## config.mk

```make
export PLATFORM = sky130hd
export DESIGN_NAME = stm_ctrl
export DESIGN_NICKNAME = d
export VERILOG_FILES = /design/src/rtl/stm_pkg.sv /design/src/rtl/stm_peak_track.sv /design/src/rtl/stm_ctrl.sv
export SDC_FILE = /design/constraint.sdc
export NUM_CORES = 1
export LEC_CHECK = 0
export ABC_AREA = 0
export BUFFER_PORTS_ARGS = -buffer_cell sky130_fd_sc_hd__buf_2
export CORE_MARGIN = 8
export CORE_UTILIZATION = 55
export CTS_CLUSTER_DIAMETER = 150
export CTS_CLUSTER_SIZE = 14
export DETAILED_ROUTE_END_ITERATION = 10
export PLACE_DENSITY = 0.81
export SLEW_MARGIN = 20
export SYNTH_ARGS = -nofsm -noshare
export SYNTH_HDL_FRONTEND = slang
export SYNTH_HIERARCHICAL = 1
export SYNTH_SLANG_ARGS = --single-unit
```

## constraint.sdc

```tcl
create_clock -name clk_i -period 75.9 [get_ports clk_i]
set_input_delay 7.59 -clock clk_i [delete_from_list [all_inputs] [get_ports clk_i]]
set_output_delay 7.59 -clock clk_i [all_outputs]
set_load 0.1 [all_outputs]
```

## src/rtl/stm_pkg.sv

```systemverilog
// Package for the sweep trigger mode controller: modes, sizes, timing counts.
// Assumes one 200 MHz clock and a sampled, signed trigger amplitude stream.
package stm_pkg;
   localparam int unsigned SAMPLE_W = 12;
   localparam int unsigned LEVEL_W = 8;
   localparam int unsigned CLK_MHZ = 200;
   // Free-run repetition limits as printed, in hertz
   localparam int unsigned PP_AUTO_MIN_HZ = 200;
   localparam int unsigned AUTO_MIN_HZ = 30;
   localparam int unsigned PP_AUTO_TIMEOUT = (CLK_MHZ * 1000000) / PP_AUTO_MIN_HZ;
   localparam int unsigned AUTO_TIMEOUT = (CLK_MHZ * 1000000) / AUTO_MIN_HZ;
   localparam int unsigned TIMEOUT_W = 32;
   // Level span in percent of peak-to-peak for peak tracking mode
   localparam int unsigned PP_LO_PCT = 10;
   localparam int unsigned PP_HI_PCT = 90;
   // Vertical divisions reached by the absolute level range
   localparam int unsigned LEVEL_DIVS = 8;
   localparam int unsigned COUNTS_PER_DIV = 16'h00c8;
   localparam int unsigned HOLDOFF_CYCLES = 16;

   typedef enum logic [1:0] {
      STM_PP_AUTO,
      STM_AUTO,
      STM_LEVEL_GATED,
      STM_ONE_SHOT
   } stm_mode_t;

   typedef struct packed {
      logic pp_auto;
      logic auto_free;
      logic level_gated_mode;
      logic one_shot_sweep_mode;
   } stm_mode_lamps_t;

   typedef struct packed {
      logic signed [SAMPLE_W-1:0] sample;
      logic valid;
   } stm_trig_t;
endpackage

```

## src/rtl/stm_peak_track.sv

```systemverilog
// Peak tracker: follows the trigger signal's max and min with slow decay.
// Assumes samples arrive with a valid qualifier on the module clock.
`timescale 1ns/1ps
module stm_peak_track #(
   parameter int unsigned W = stm_pkg::SAMPLE_W,
   parameter int unsigned DECAY_SHIFT = 10
) (
   input wire logic clk_i,
   input wire logic reset_i,
   input wire stm_pkg::stm_trig_t trig_i,
   output logic signed [W-1:0] max_o,
   output logic signed [W-1:0] min_o
);
   logic [DECAY_SHIFT-1:0] decay_q;
   logic signed [W-1:0] s;

   assign s = trig_i.sample;

   // Decay lets the peaks follow a shrinking amplitude
   always_ff @(posedge clk_i) begin
      if (reset_i) begin
         decay_q <= '0;
      end else if (trig_i.valid) begin
         decay_q <= decay_q + 1'b1;
      end
   end

   always_ff @(posedge clk_i) begin
      if (reset_i) begin
         max_o <= '0;
         min_o <= '0;
      end else if (trig_i.valid) begin
         if (s > max_o) begin
            max_o <= s;
         end else if (decay_q == '0 && max_o > min_o) begin
            max_o <= max_o - 1'b1;
         end
         if (s < min_o) begin
            min_o <= s;
         end else if (decay_q == '0 && min_o < max_o) begin
            min_o <= min_o + 1'b1;
         end
      end
   end
endmodule

```

## src/rtl/stm_ctrl.sv

```systemverilog
// Trigger mode controller: picks the sweep start source and drives lamps.
// Assumes a conditioned trigger sample stream and one-cycle button pulses.
//
// The strobed register port and the address map were decided locally.
`timescale 1ns/1ps

// Overview of operation
// - Exactly one mode active, one lamp lit
// - Peak-tracking mode self-starts below 200 Hz
// - Level maps to 10..90 percent of peak
// - Threshold rescales with amplitude automatically
// - Fixed-level mode self-starts below 30 Hz
// - Fixed-level free-runs when level outside signal
// - Adequate trigger returns triggered sweep starts
// - Absolute level spans plus/minus eight divisions
// - Level-gated mode: no trigger, no sweep
// - Triggered lamp lit only while triggered
// - One arm press permits one sweep
// - Arm lamp lit from press until trigger
// - One-shot disarmed means no sweep
module stm_ctrl #(
   parameter int unsigned PP_TIMEOUT = stm_pkg::PP_AUTO_TIMEOUT,
   parameter int unsigned AUTO_TIMEOUT = stm_pkg::AUTO_TIMEOUT,
   parameter int unsigned HOLDOFF = stm_pkg::HOLDOFF_CYCLES
) (
   input wire logic clk_i,
   input wire logic reset_i,
   input wire stm_pkg::stm_trig_t trig_i,
   input wire logic [stm_pkg::LEVEL_W-1:0] level_i,
   input wire logic slope_neg_i,
   input wire logic sel_pp_auto_i,
   input wire logic sel_auto_i,
   input wire logic sel_level_gated_i,
   input wire logic sel_one_shot_i,
   input wire logic arm_press_i,
   input wire logic sweep_busy_i,
   input wire logic [3:0] reg_addr_i,
   input wire logic [31:0] reg_wdata_i,
   input wire logic reg_wr_i,
   input wire logic reg_rd_i,
   output logic [31:0] reg_rdata_o,
   output logic sweep_start_o,
   output logic triggered_lamp_o,
   output logic arm_lamp_o,
   output stm_pkg::stm_mode_lamps_t mode_lamps_o,
   output logic irq_o
);
   localparam int unsigned SW = stm_pkg::SAMPLE_W;
   localparam int unsigned LW = stm_pkg::LEVEL_W;
   localparam logic [3:0] ADDR_STATUS = 4'h0;
   localparam logic [3:0] ADDR_MASK = 4'h4;
   localparam logic [3:0] ADDR_TIMEOUT = 4'h8;
   localparam logic [3:0] ADDR_MODE = 4'hc;
   localparam int unsigned NEV = 3;

   stm_pkg::stm_mode_t mode_q;
   logic signed [SW-1:0] pk_max, pk_min;
   logic signed [SW-1:0] thresh_d, thresh_q;
   logic signed [SW-1:0] prev_q;
   logic prev_vld_q;
   logic edge_hit;
   logic [stm_pkg::TIMEOUT_W-1:0] idle_q, timeout_q;
   logic adequate;
   logic in_range;
   logic armed_q;
   logic [15:0] holdoff_q;
   logic free_start;
   logic trig_start;
   logic [NEV-1:0] status_q, mask_q, event_set;
   logic [31:0] rd_d;

   stm_peak_track #(
      .W(SW),
      .DECAY_SHIFT(10)
   ) u_peak (
      .clk_i(clk_i),
      .reset_i(reset_i),
      .trig_i(trig_i),
      .max_o(pk_max),
      .min_o(pk_min)
   );

   // Mode select: later buttons do not stack, one mode at a time
   always_ff @(posedge clk_i) begin
      if (reset_i) begin
         mode_q <= stm_pkg::STM_PP_AUTO;
      end else if (sel_pp_auto_i) begin
         mode_q <= stm_pkg::STM_PP_AUTO;
      end else if (sel_auto_i) begin
         mode_q <= stm_pkg::STM_AUTO;
      end else if (sel_level_gated_i) begin
         mode_q <= stm_pkg::STM_LEVEL_GATED;
      end else if (sel_one_shot_i) begin
         mode_q <= stm_pkg::STM_ONE_SHOT;
      end else if (reg_wr_i && reg_addr_i == ADDR_MODE) begin
         mode_q <= stm_pkg::stm_mode_t'(reg_wdata_i[1:0]);
      end
   end

   always_ff @(posedge clk_i) begin
      if (reset_i) begin
         mode_lamps_o <= '0;
      end else begin
         mode_lamps_o.pp_auto <= (mode_q == stm_pkg::STM_PP_AUTO);
         mode_lamps_o.auto_free <= (mode_q == stm_pkg::STM_AUTO);
         mode_lamps_o.level_gated_mode <= (mode_q == stm_pkg::STM_LEVEL_GATED);
         mode_lamps_o.one_shot_sweep_mode <= (mode_q == stm_pkg::STM_ONE_SHOT);
      end
   end

   // Threshold: fraction of tracked peaks, or an absolute division span
   always_comb begin
      logic signed [SW+LW+1:0] span;
      logic signed [SW+LW+1:0] frac;
      logic signed [SW+LW+1:0] absl;
      span = '0;
      frac = '0;
      absl = '0;
      thresh_d = '0;
      if (mode_q == stm_pkg::STM_PP_AUTO) begin
         // Level 0..max spans 10..90 percent, rescaled each sample
         span = (SW+LW+2)'(pk_max) - (SW+LW+2)'(pk_min);
         frac = (SW+LW+2)'(stm_pkg::PP_LO_PCT * 255 + int'(level_i)
                * (stm_pkg::PP_HI_PCT - stm_pkg::PP_LO_PCT));
         thresh_d = SW'((SW+LW+2)'(pk_min) + (span * frac) / (100 * 255));
      end else begin
         // Level 0..255 maps to -8..+8 divisions
         // Signed math so settings below centre give negative levels
         absl = (SW+LW+2)'((int'(level_i) - 128)
                * int'(2 * stm_pkg::LEVEL_DIVS * stm_pkg::COUNTS_PER_DIV) / 256);
         thresh_d = SW'(absl);
      end
   end

   always_ff @(posedge clk_i) begin
      if (reset_i) begin
         thresh_q <= '0;
      end else begin
         thresh_q <= thresh_d;
      end
   end

   // Edge detect on chosen slope; either slope works in every mode
   always_ff @(posedge clk_i) begin
      if (reset_i) begin
         prev_q <= '0;
         prev_vld_q <= 1'b0;
      end else if (trig_i.valid) begin
         prev_q <= trig_i.sample;
         prev_vld_q <= 1'b1;
      end
   end

   assign edge_hit = trig_i.valid && prev_vld_q &&
      (slope_neg_i ? (prev_q >= thresh_q && trig_i.sample < thresh_q)
                   : (prev_q < thresh_q && trig_i.sample >= thresh_q));
   assign in_range = (thresh_q <= pk_max) && (thresh_q >= pk_min);

   // Time since last valid edge against a programmable limit
   always_ff @(posedge clk_i) begin
      if (reset_i) begin
         idle_q <= '1;
      end else if (edge_hit) begin
         idle_q <= '0;
      end else if (idle_q != '1) begin
         idle_q <= idle_q + 1'b1;
      end
   end

   always_ff @(posedge clk_i) begin
      if (reset_i) begin
         timeout_q <= stm_pkg::TIMEOUT_W'(PP_TIMEOUT);
      end else if (reg_wr_i && reg_addr_i == ADDR_TIMEOUT) begin
         timeout_q <= reg_wdata_i;
      end else if (sel_pp_auto_i) begin
         timeout_q <= stm_pkg::TIMEOUT_W'(PP_TIMEOUT);
      end else if (sel_auto_i || sel_level_gated_i || sel_one_shot_i) begin
         timeout_q <= stm_pkg::TIMEOUT_W'(AUTO_TIMEOUT);
      end
   end

   assign adequate = (idle_q < timeout_q);

   // One-shot arming
   always_ff @(posedge clk_i) begin
      if (reset_i) begin
         armed_q <= 1'b0;
      end else if (mode_q != stm_pkg::STM_ONE_SHOT) begin
         armed_q <= 1'b0;
      end else if (arm_press_i) begin
         armed_q <= 1'b1;
      end else if (trig_start) begin
         armed_q <= 1'b0;
      end
   end

   // Start decisions; holdoff spaces all starts, triggered and free-run, sweep_busy_i waits out a sweep
   always_comb begin
      trig_start = 1'b0;
      free_start = 1'b0;
      if (!sweep_busy_i && holdoff_q == '0) begin
         unique case (mode_q)
            stm_pkg::STM_PP_AUTO: begin
               trig_start = edge_hit;
               free_start = !adequate && !edge_hit;
            end
            stm_pkg::STM_AUTO: begin
               trig_start = edge_hit && in_range;
               free_start = !edge_hit && (!adequate || !in_range);
            end
            stm_pkg::STM_LEVEL_GATED: begin
               trig_start = edge_hit && in_range && adequate;
            end
            stm_pkg::STM_ONE_SHOT: begin
               trig_start = edge_hit && armed_q;
            end
         endcase
      end
   end

   always_ff @(posedge clk_i) begin
      if (reset_i) begin
         holdoff_q <= '0;
      end else if (trig_start || free_start) begin
         holdoff_q <= 16'(HOLDOFF);
      end else if (holdoff_q != '0) begin
         holdoff_q <= holdoff_q - 1'b1;
      end
   end

   always_ff @(posedge clk_i) begin
      if (reset_i) begin
         sweep_start_o <= 1'b0;
         triggered_lamp_o <= 1'b0;
         arm_lamp_o <= 1'b0;
      end else begin
         sweep_start_o <= trig_start || free_start;
         if (trig_start) begin
            triggered_lamp_o <= 1'b1;
         end else if (free_start || !adequate) begin
            triggered_lamp_o <= 1'b0;
         end
         arm_lamp_o <= (mode_q == stm_pkg::STM_ONE_SHOT) &&
                       ((armed_q && !trig_start) || arm_press_i);
      end
   end

   // Events: triggered start, free-run start, one-shot done
   assign event_set = {trig_start && mode_q == stm_pkg::STM_ONE_SHOT, free_start, trig_start};

   // Set beats a same-cycle write-one clear
   always_ff @(posedge clk_i) begin
      if (reset_i) begin
         status_q <= '0;
      end else if (reg_wr_i && reg_addr_i == ADDR_STATUS) begin
         status_q <= (status_q & ~reg_wdata_i[NEV-1:0]) | event_set;
      end else begin
         status_q <= status_q | event_set;
      end
   end

   always_ff @(posedge clk_i) begin
      if (reset_i) begin
         mask_q <= '0;
      end else if (reg_wr_i && reg_addr_i == ADDR_MASK) begin
         mask_q <= reg_wdata_i[NEV-1:0];
      end
   end

   always_ff @(posedge clk_i) begin
      if (reset_i) begin
         irq_o <= 1'b0;
      end else begin
         irq_o <= |(status_q & mask_q);
      end
   end

   always_comb begin
      rd_d = '0;
      unique case (reg_addr_i)
         ADDR_STATUS: rd_d = {29'h0, status_q};
         ADDR_MASK: rd_d = {29'h0, mask_q};
         ADDR_TIMEOUT: rd_d = timeout_q;
         ADDR_MODE: rd_d = {28'h0, triggered_lamp_o, armed_q, mode_q};
         default: rd_d = '0;
      endcase
   end

   always_ff @(posedge clk_i) begin
      if (reset_i) begin
         reg_rdata_o <= '0;
      end else if (reg_rd_i) begin
         reg_rdata_o <= rd_d;
      end else begin
         reg_rdata_o <= '0;
      end
   end
endmodule

```

======== Yosys cells after proc, flatten, opt, wreduce, memory -nomap -nowiden ========
Cells that the tools add are included.
storage, ports and cells
  flip-flop bits (word level) ............. 188
  output and inout bits ................... 40
  word-level logic and storage cells ...... 144
operators by class
  $add $sub $neg .......................... 10
  multipliers ............................. 3
  div/mod/pow operators ................... 1
  magnitude comparators ................... 11
  equal/unequal tests ..................... 8
  mux-type cells .......................... 27
  bitwise operators ....................... 7
  reductions and logical operators ........ 53
operators by type and width
  operator                                             number
  two-way mux 32 bit                                   5
  one-hot mux 32 bit (4 select lines)                  1
  two-way mux 12 bit                                   5
  less-than comparator 12 bit                          4
  greater-or-equal comparator 12 bit                   3
  adder 32 x 1 -> 32 bit (second input constant)       1
  divider 32 x 16 -> 32 bit (second input constant)    1
  less-than comparator 32 bit                          1
  != test 32 bit (second input constant)               1
  multiplier 13 x 17 -> 30 bit                         1
  > comparator 12 bit                                  2
  logical AND 1 bit                                    20
  adder 12 x 15 -> 16 bit (first input constant)       1
  logical NOT 16 bit                                   1
  nonzero test 16 bit                                  1
  subtractor 16 x 1 -> 16 bit (second input constant)  1
  multiplier 9 x 6 -> 15 bit (second input constant)   1
  subtractor 12 x 12 -> 13 bit                         1
  adder 12 x 1 -> 12 bit                               1
  adder 12 x 1 -> 12 bit (second input constant)       1
  adder 12 bit                                         1
  less-or-equal comparator 12 bit                      1
  nonzero test 2 bit                                   6
  subtractor 12 x 1 -> 12 bit (second input constant)  1
  29 further kinds                                     58

======== Depth between registers and ports, before layout ========
  word-level depth ........................ 12
  gate-level depth with buffers ........... 121

======== By module ========
Netlist, hierarchy kept.
modules (own cells, without submodules)
  module          times used  cells each  area each (um2)  sequential area each (um2)
  stm_ctrl        1           3151        25099.1          3083.0
  stm_peak_track  1           342         2817.7           680.7

======== Worst setup path before layout ========
OpenSTA, ideal clock, no wires.
  path type ............................... input to register
  start point ............................. input port level_i[1] (netlist name)
  end point ............................... register thresh_q[11]
  library setup time ...................... 0.136 ns
  arrival time ............................ 32.466 ns
  data required time ...................... 75.764 ns
  path slack .............................. 43.299 ns
  stages on the path ...................... 105
  buffers on the path ..................... 6
  cells stage by stage .................... ha_1 > ha_1 > fa_1 > nor3_1 > a21oi_1 > a21oi_1 > nor2b_1 > mux2_2 > a222oi_1 > clkbuf_1 > nor2_1 > fa_1 > inv_1 > fa_1 > inv_1 > fa_1 > fa_1 > fa_1 > (+69 left out) > ha_1 > nor2_1 > a21oi_1 > ha_1 > a21o_1 > a21o_1 > a21o_1 > a21oi_1 > o21bai_1 > a21oi_1 > o21bai_1 > a21oi_1 > o21bai_1 > a21oi_1 > xnor2_1 > xnor2_1 > xnor2_1 > a211oi_2
on the way
  word-level cells in the longest chain between the ends .. 6
  elaborated cells between the ends (all ways) .. 10
  classes of those cells .................. add/sub: 4; mul: 3; div: 1; mux: 1; bitwise: 1
RTL lines
  element                       line             RTL
  start, declared               stm_ctrl.sv:29   input wire logic [stm_pkg::LEVEL_W-1:0] level_i,
  multiplier 8 x 3 -> 11 bit    stm_ctrl.sv:124  * (stm_pkg::PP_HI_PCT - stm_pkg::PP_LO_PCT));
  adder 12 x 15 -> 16 bit       stm_ctrl.sv:123  frac = (SW+LW+2)'(stm_pkg::PP_LO_PCT * 255 + int'(level_i)
  multiplier 13 x 17 -> 30 bit  stm_ctrl.sv:125  thresh_d = SW'((SW+LW+2)'(pk_min) + (span * frac) / (100 * 255));
  divider 32 x 16 -> 32 bit     stm_ctrl.sv:125
  adder 12 bit                  stm_ctrl.sv:125
  two-way mux 12 bit *          stm_ctrl.sv:120  if (mode_q == stm_pkg::STM_PP_AUTO) begin
  end signal, assigned          stm_ctrl.sv:139  thresh_q <= thresh_d;
  end, declared                 stm_ctrl.sv:58   logic signed [SW-1:0] thresh_d, thresh_q;
Mark *: on every way between the ends. The rest lies on a longest branch, timed or not.
A chain may end at the register's enable or synchronous reset.

======== Worst setup path in the final report ========
Same ends and word-level chain as after synthesis.

==> impl_results.md <==
* EDFF count, synth at 0
* Worst-case clock buffer depth at 2
* Slowest cell on the critical path: o311a_1
* Primary flip-flop cell chosen by synthesis mapping: dfxtp_1
* CTS tree: built
* CP Class: in2reg
* Iteration-0 DRC Markers at 2399
* Tot GR Track Use at 25.1%
* Syn Area/Cell at 7.99 um2
* Commonest cells in the synthesized netlist: 355 x inv_1, 294 x nor2_1, 288 x ha_1
* Data arrival, critical path at 37630 ps
* Post-DP HPWL at 59400 um
* Final nets at 4033
* Setup tns final at 0 ps
* Die Span X at 241 um
* Vias in the first global route at 25100
* CTS resizes at 0
* # rows at 82
* CP peak stage delay at 910 ps
* Largest net degree at the start of global routing at 69
* Failing checks: design-rule violations
* Initial core utilization at 55.6%
* Slew Viols, Final at 0
* Multi-input gate area at 22400 um2
* Layout fillers at 4361
* Most common cell in the synthesized netlist: inv_1
* Fin. Hold Viols at 0
* Register area at 3760 um2
* Maxcap violations at 0
* YS warnings at 6
* Core area at 50200 um2
* Total gr overflow at 0
* Final ANT Viol Nets at 0
* Worst Max-Slew Pin Slew at 1180 ps
* Drc violations at 1
* Unique masters post-synth at 139
* Worst rel slew slack at 21.5%
* Num CTS Buffers at 17
* Clock-pin slew on the worst setup and hold paths at 80 ps
* Status: finished with violations
* CP most frequent cell: a21oi_1
* CTS Root Buffer Type: clkbuf_16
* Antenna violations before repair at 0
* Skew final at 17.2 ps
* Final period util at 49.2%
* Synthesized flop and latch total at 188
* H-tree Lvls at 4
* DIE AREA at 58200 um2
* Synth area leader: dfxtp_1
* Top cells by area, synth: dfxtp_1 13%, ha_1 13%, fa_1 10%, xnor2_1 5.4%, inv_1 4.8%
* Hold Crit Class: reg2reg
* Register area share after synthesis at 13.5%
* Global-route wire length before repair at 123000 um
* Via count at 26400
* Via/cell ratio at 6.26
* # hold bufs at CTS at 0
* Worst-path fanout max at 22
* Fin crit period at 37340 ps
* Final count of negative-setup-slack endpoints at 0
* Cells after synthesis at 3493
* Layout cells sized above 1 at 8.70%
* Sink Count at 188
* Post-CTS setup buffers at 0
* Die height at 241 um
* DR pass1 iterations at 9
* Io pins at 108
* Post-synth top area share at 13.5%
* RSZ-0062 raised after global routing: no
* Buffers on Ports at 107
* Asr flop ratio synth at 0%
* Antenna Cells at 0
* Startpoint types: input port
* Mapped Area at 27900 um2
* Req. time, crit path at 76190 ps
* Critical Path End Type: flip-flop
* DR WL/cell at 17.8 um
* Worst skew pair latency at 450 ps
* Final GP Congestion at 0.984
* Fin Hold WS at 459 ps
* Fmax at 26.8 MHz
* Final wirelength at 75000 um
* Area Growth Syn to Fin at 6.23%
==> logic make-up after synthesis <==
| kind of cell | after synthesis | share of synthesized area, % |
|---|---|---|
| simple gates | 1117 | 20.2 |
| compound gates | 944 | 25.2 |
| buf+inv | 468 | 6.59 |
| fa+ha+maj | 444 | 23.5 |
| xor+xnor | 265 | 8.60 |
| flops | 188 | 13.5 |
| mux | 65 | 2.45 |
| other cells | 2 | 0.0269 |
==> registers in the layout (all words and copies together) (netlist names), 2 cells and up <==
name            cells
holdoff_q          16
idle_q             32
mask_q              3
mode_lamps_o        4
mode_q              2
prev_q             12
reg_rdata_o        32
status_q            3
thresh_q           12
timeout_q          32
u_peak/decay_q     10
u_peak/max_o       12
u_peak/min_o       12
==> cell type report <==
cell class	instances	area share, %
Inverter	358	4.53
Timing Repair Buffer	126	2.29
Clock buffer	17	1.43
Tap cell	672	2.84
Clock inverter	15	0.747
Multi-Input combinational cell	2847	75.5
Sequential cell	188	12.7
==> placed cells by master (no fill, tap or decap), types with 44 or more instances in the layout <==
cell type,Yosys,routed
buf_2,18,107
nand2_1,271,271
xnor2_1,173,173
nand2b_1,54,54
dfxtp_1,188,188
inv_1,355,355
xor2_1,83,81
mux2i_1,49,49
nor2_1,294,293
a21oi_1,205,205
nor3_1,58,58
and2_1,66,66
nand4_1,44,44
a211oi_1,46,46
nand3_1,86,86
ha_1,288,288
o21bai_1,52,52
o21ai_0,114,114
a21o_1,57,57
fa_1,139,139
==> worst paths after layout <==
check / startpoint / end / slack, ps / cells after the start
max: level_i[1] / thresh_q[11]$_SDFF_PP0_ / 38560 / 100
min: timeout_q[12]$_SDFFE_PP0P_ / reg_rdata_o[12]$_SDFF_PP0_ / 460 / 1
max reg2reg: u_peak/min_o[0]$_SDFFE_PP0P_ / thresh_q[11]$_SDFF_PP0_ / 44710 / 100
min reg2reg: timeout_q[12]$_SDFFE_PP0P_ / reg_rdata_o[12]$_SDFF_PP0_ / 460 / 1
==> worst max-delay path: cells and delay by family <==
family,cells,cell delay [ps]
AOI/OAI and AO/OA,51,14890
xor gates and xnor gates,11,3340
adders and majority gates,12,4930
buffers and inverters,6,440
muxes,3,1710
and+or+nand+nor,17,4640
==> through the flow <==
stage                     std cells  utilization (%)  instance area, um2  setup slack, ps
after CTS                      4222             59.1               29600            38750
final                          4223             59.1               29700            38560
after detailed placement       4190             57.8               29000            38360
after global routing           4223             59.1               29700            36410
after floorplan                3503                -               28000            43300
after global placement         4190             57.8               29000            39330
==> routing by layer <==
layer | routed length, um | up-vias | global-route usage [%]
met2 | 34200 | 1130 | 41.1
met4 | 1990 | 0 | 7.88
met3 | 5810 | 173 | 3.54
met5 | 0 | - | 0
met1 | 33000 | 12500 | 33.9
li1 | - | 12600 | -
Power is left out: the tool's default activity adds up to more than one toggle a clock period on the data nets, which glitch-free logic cannot reach.
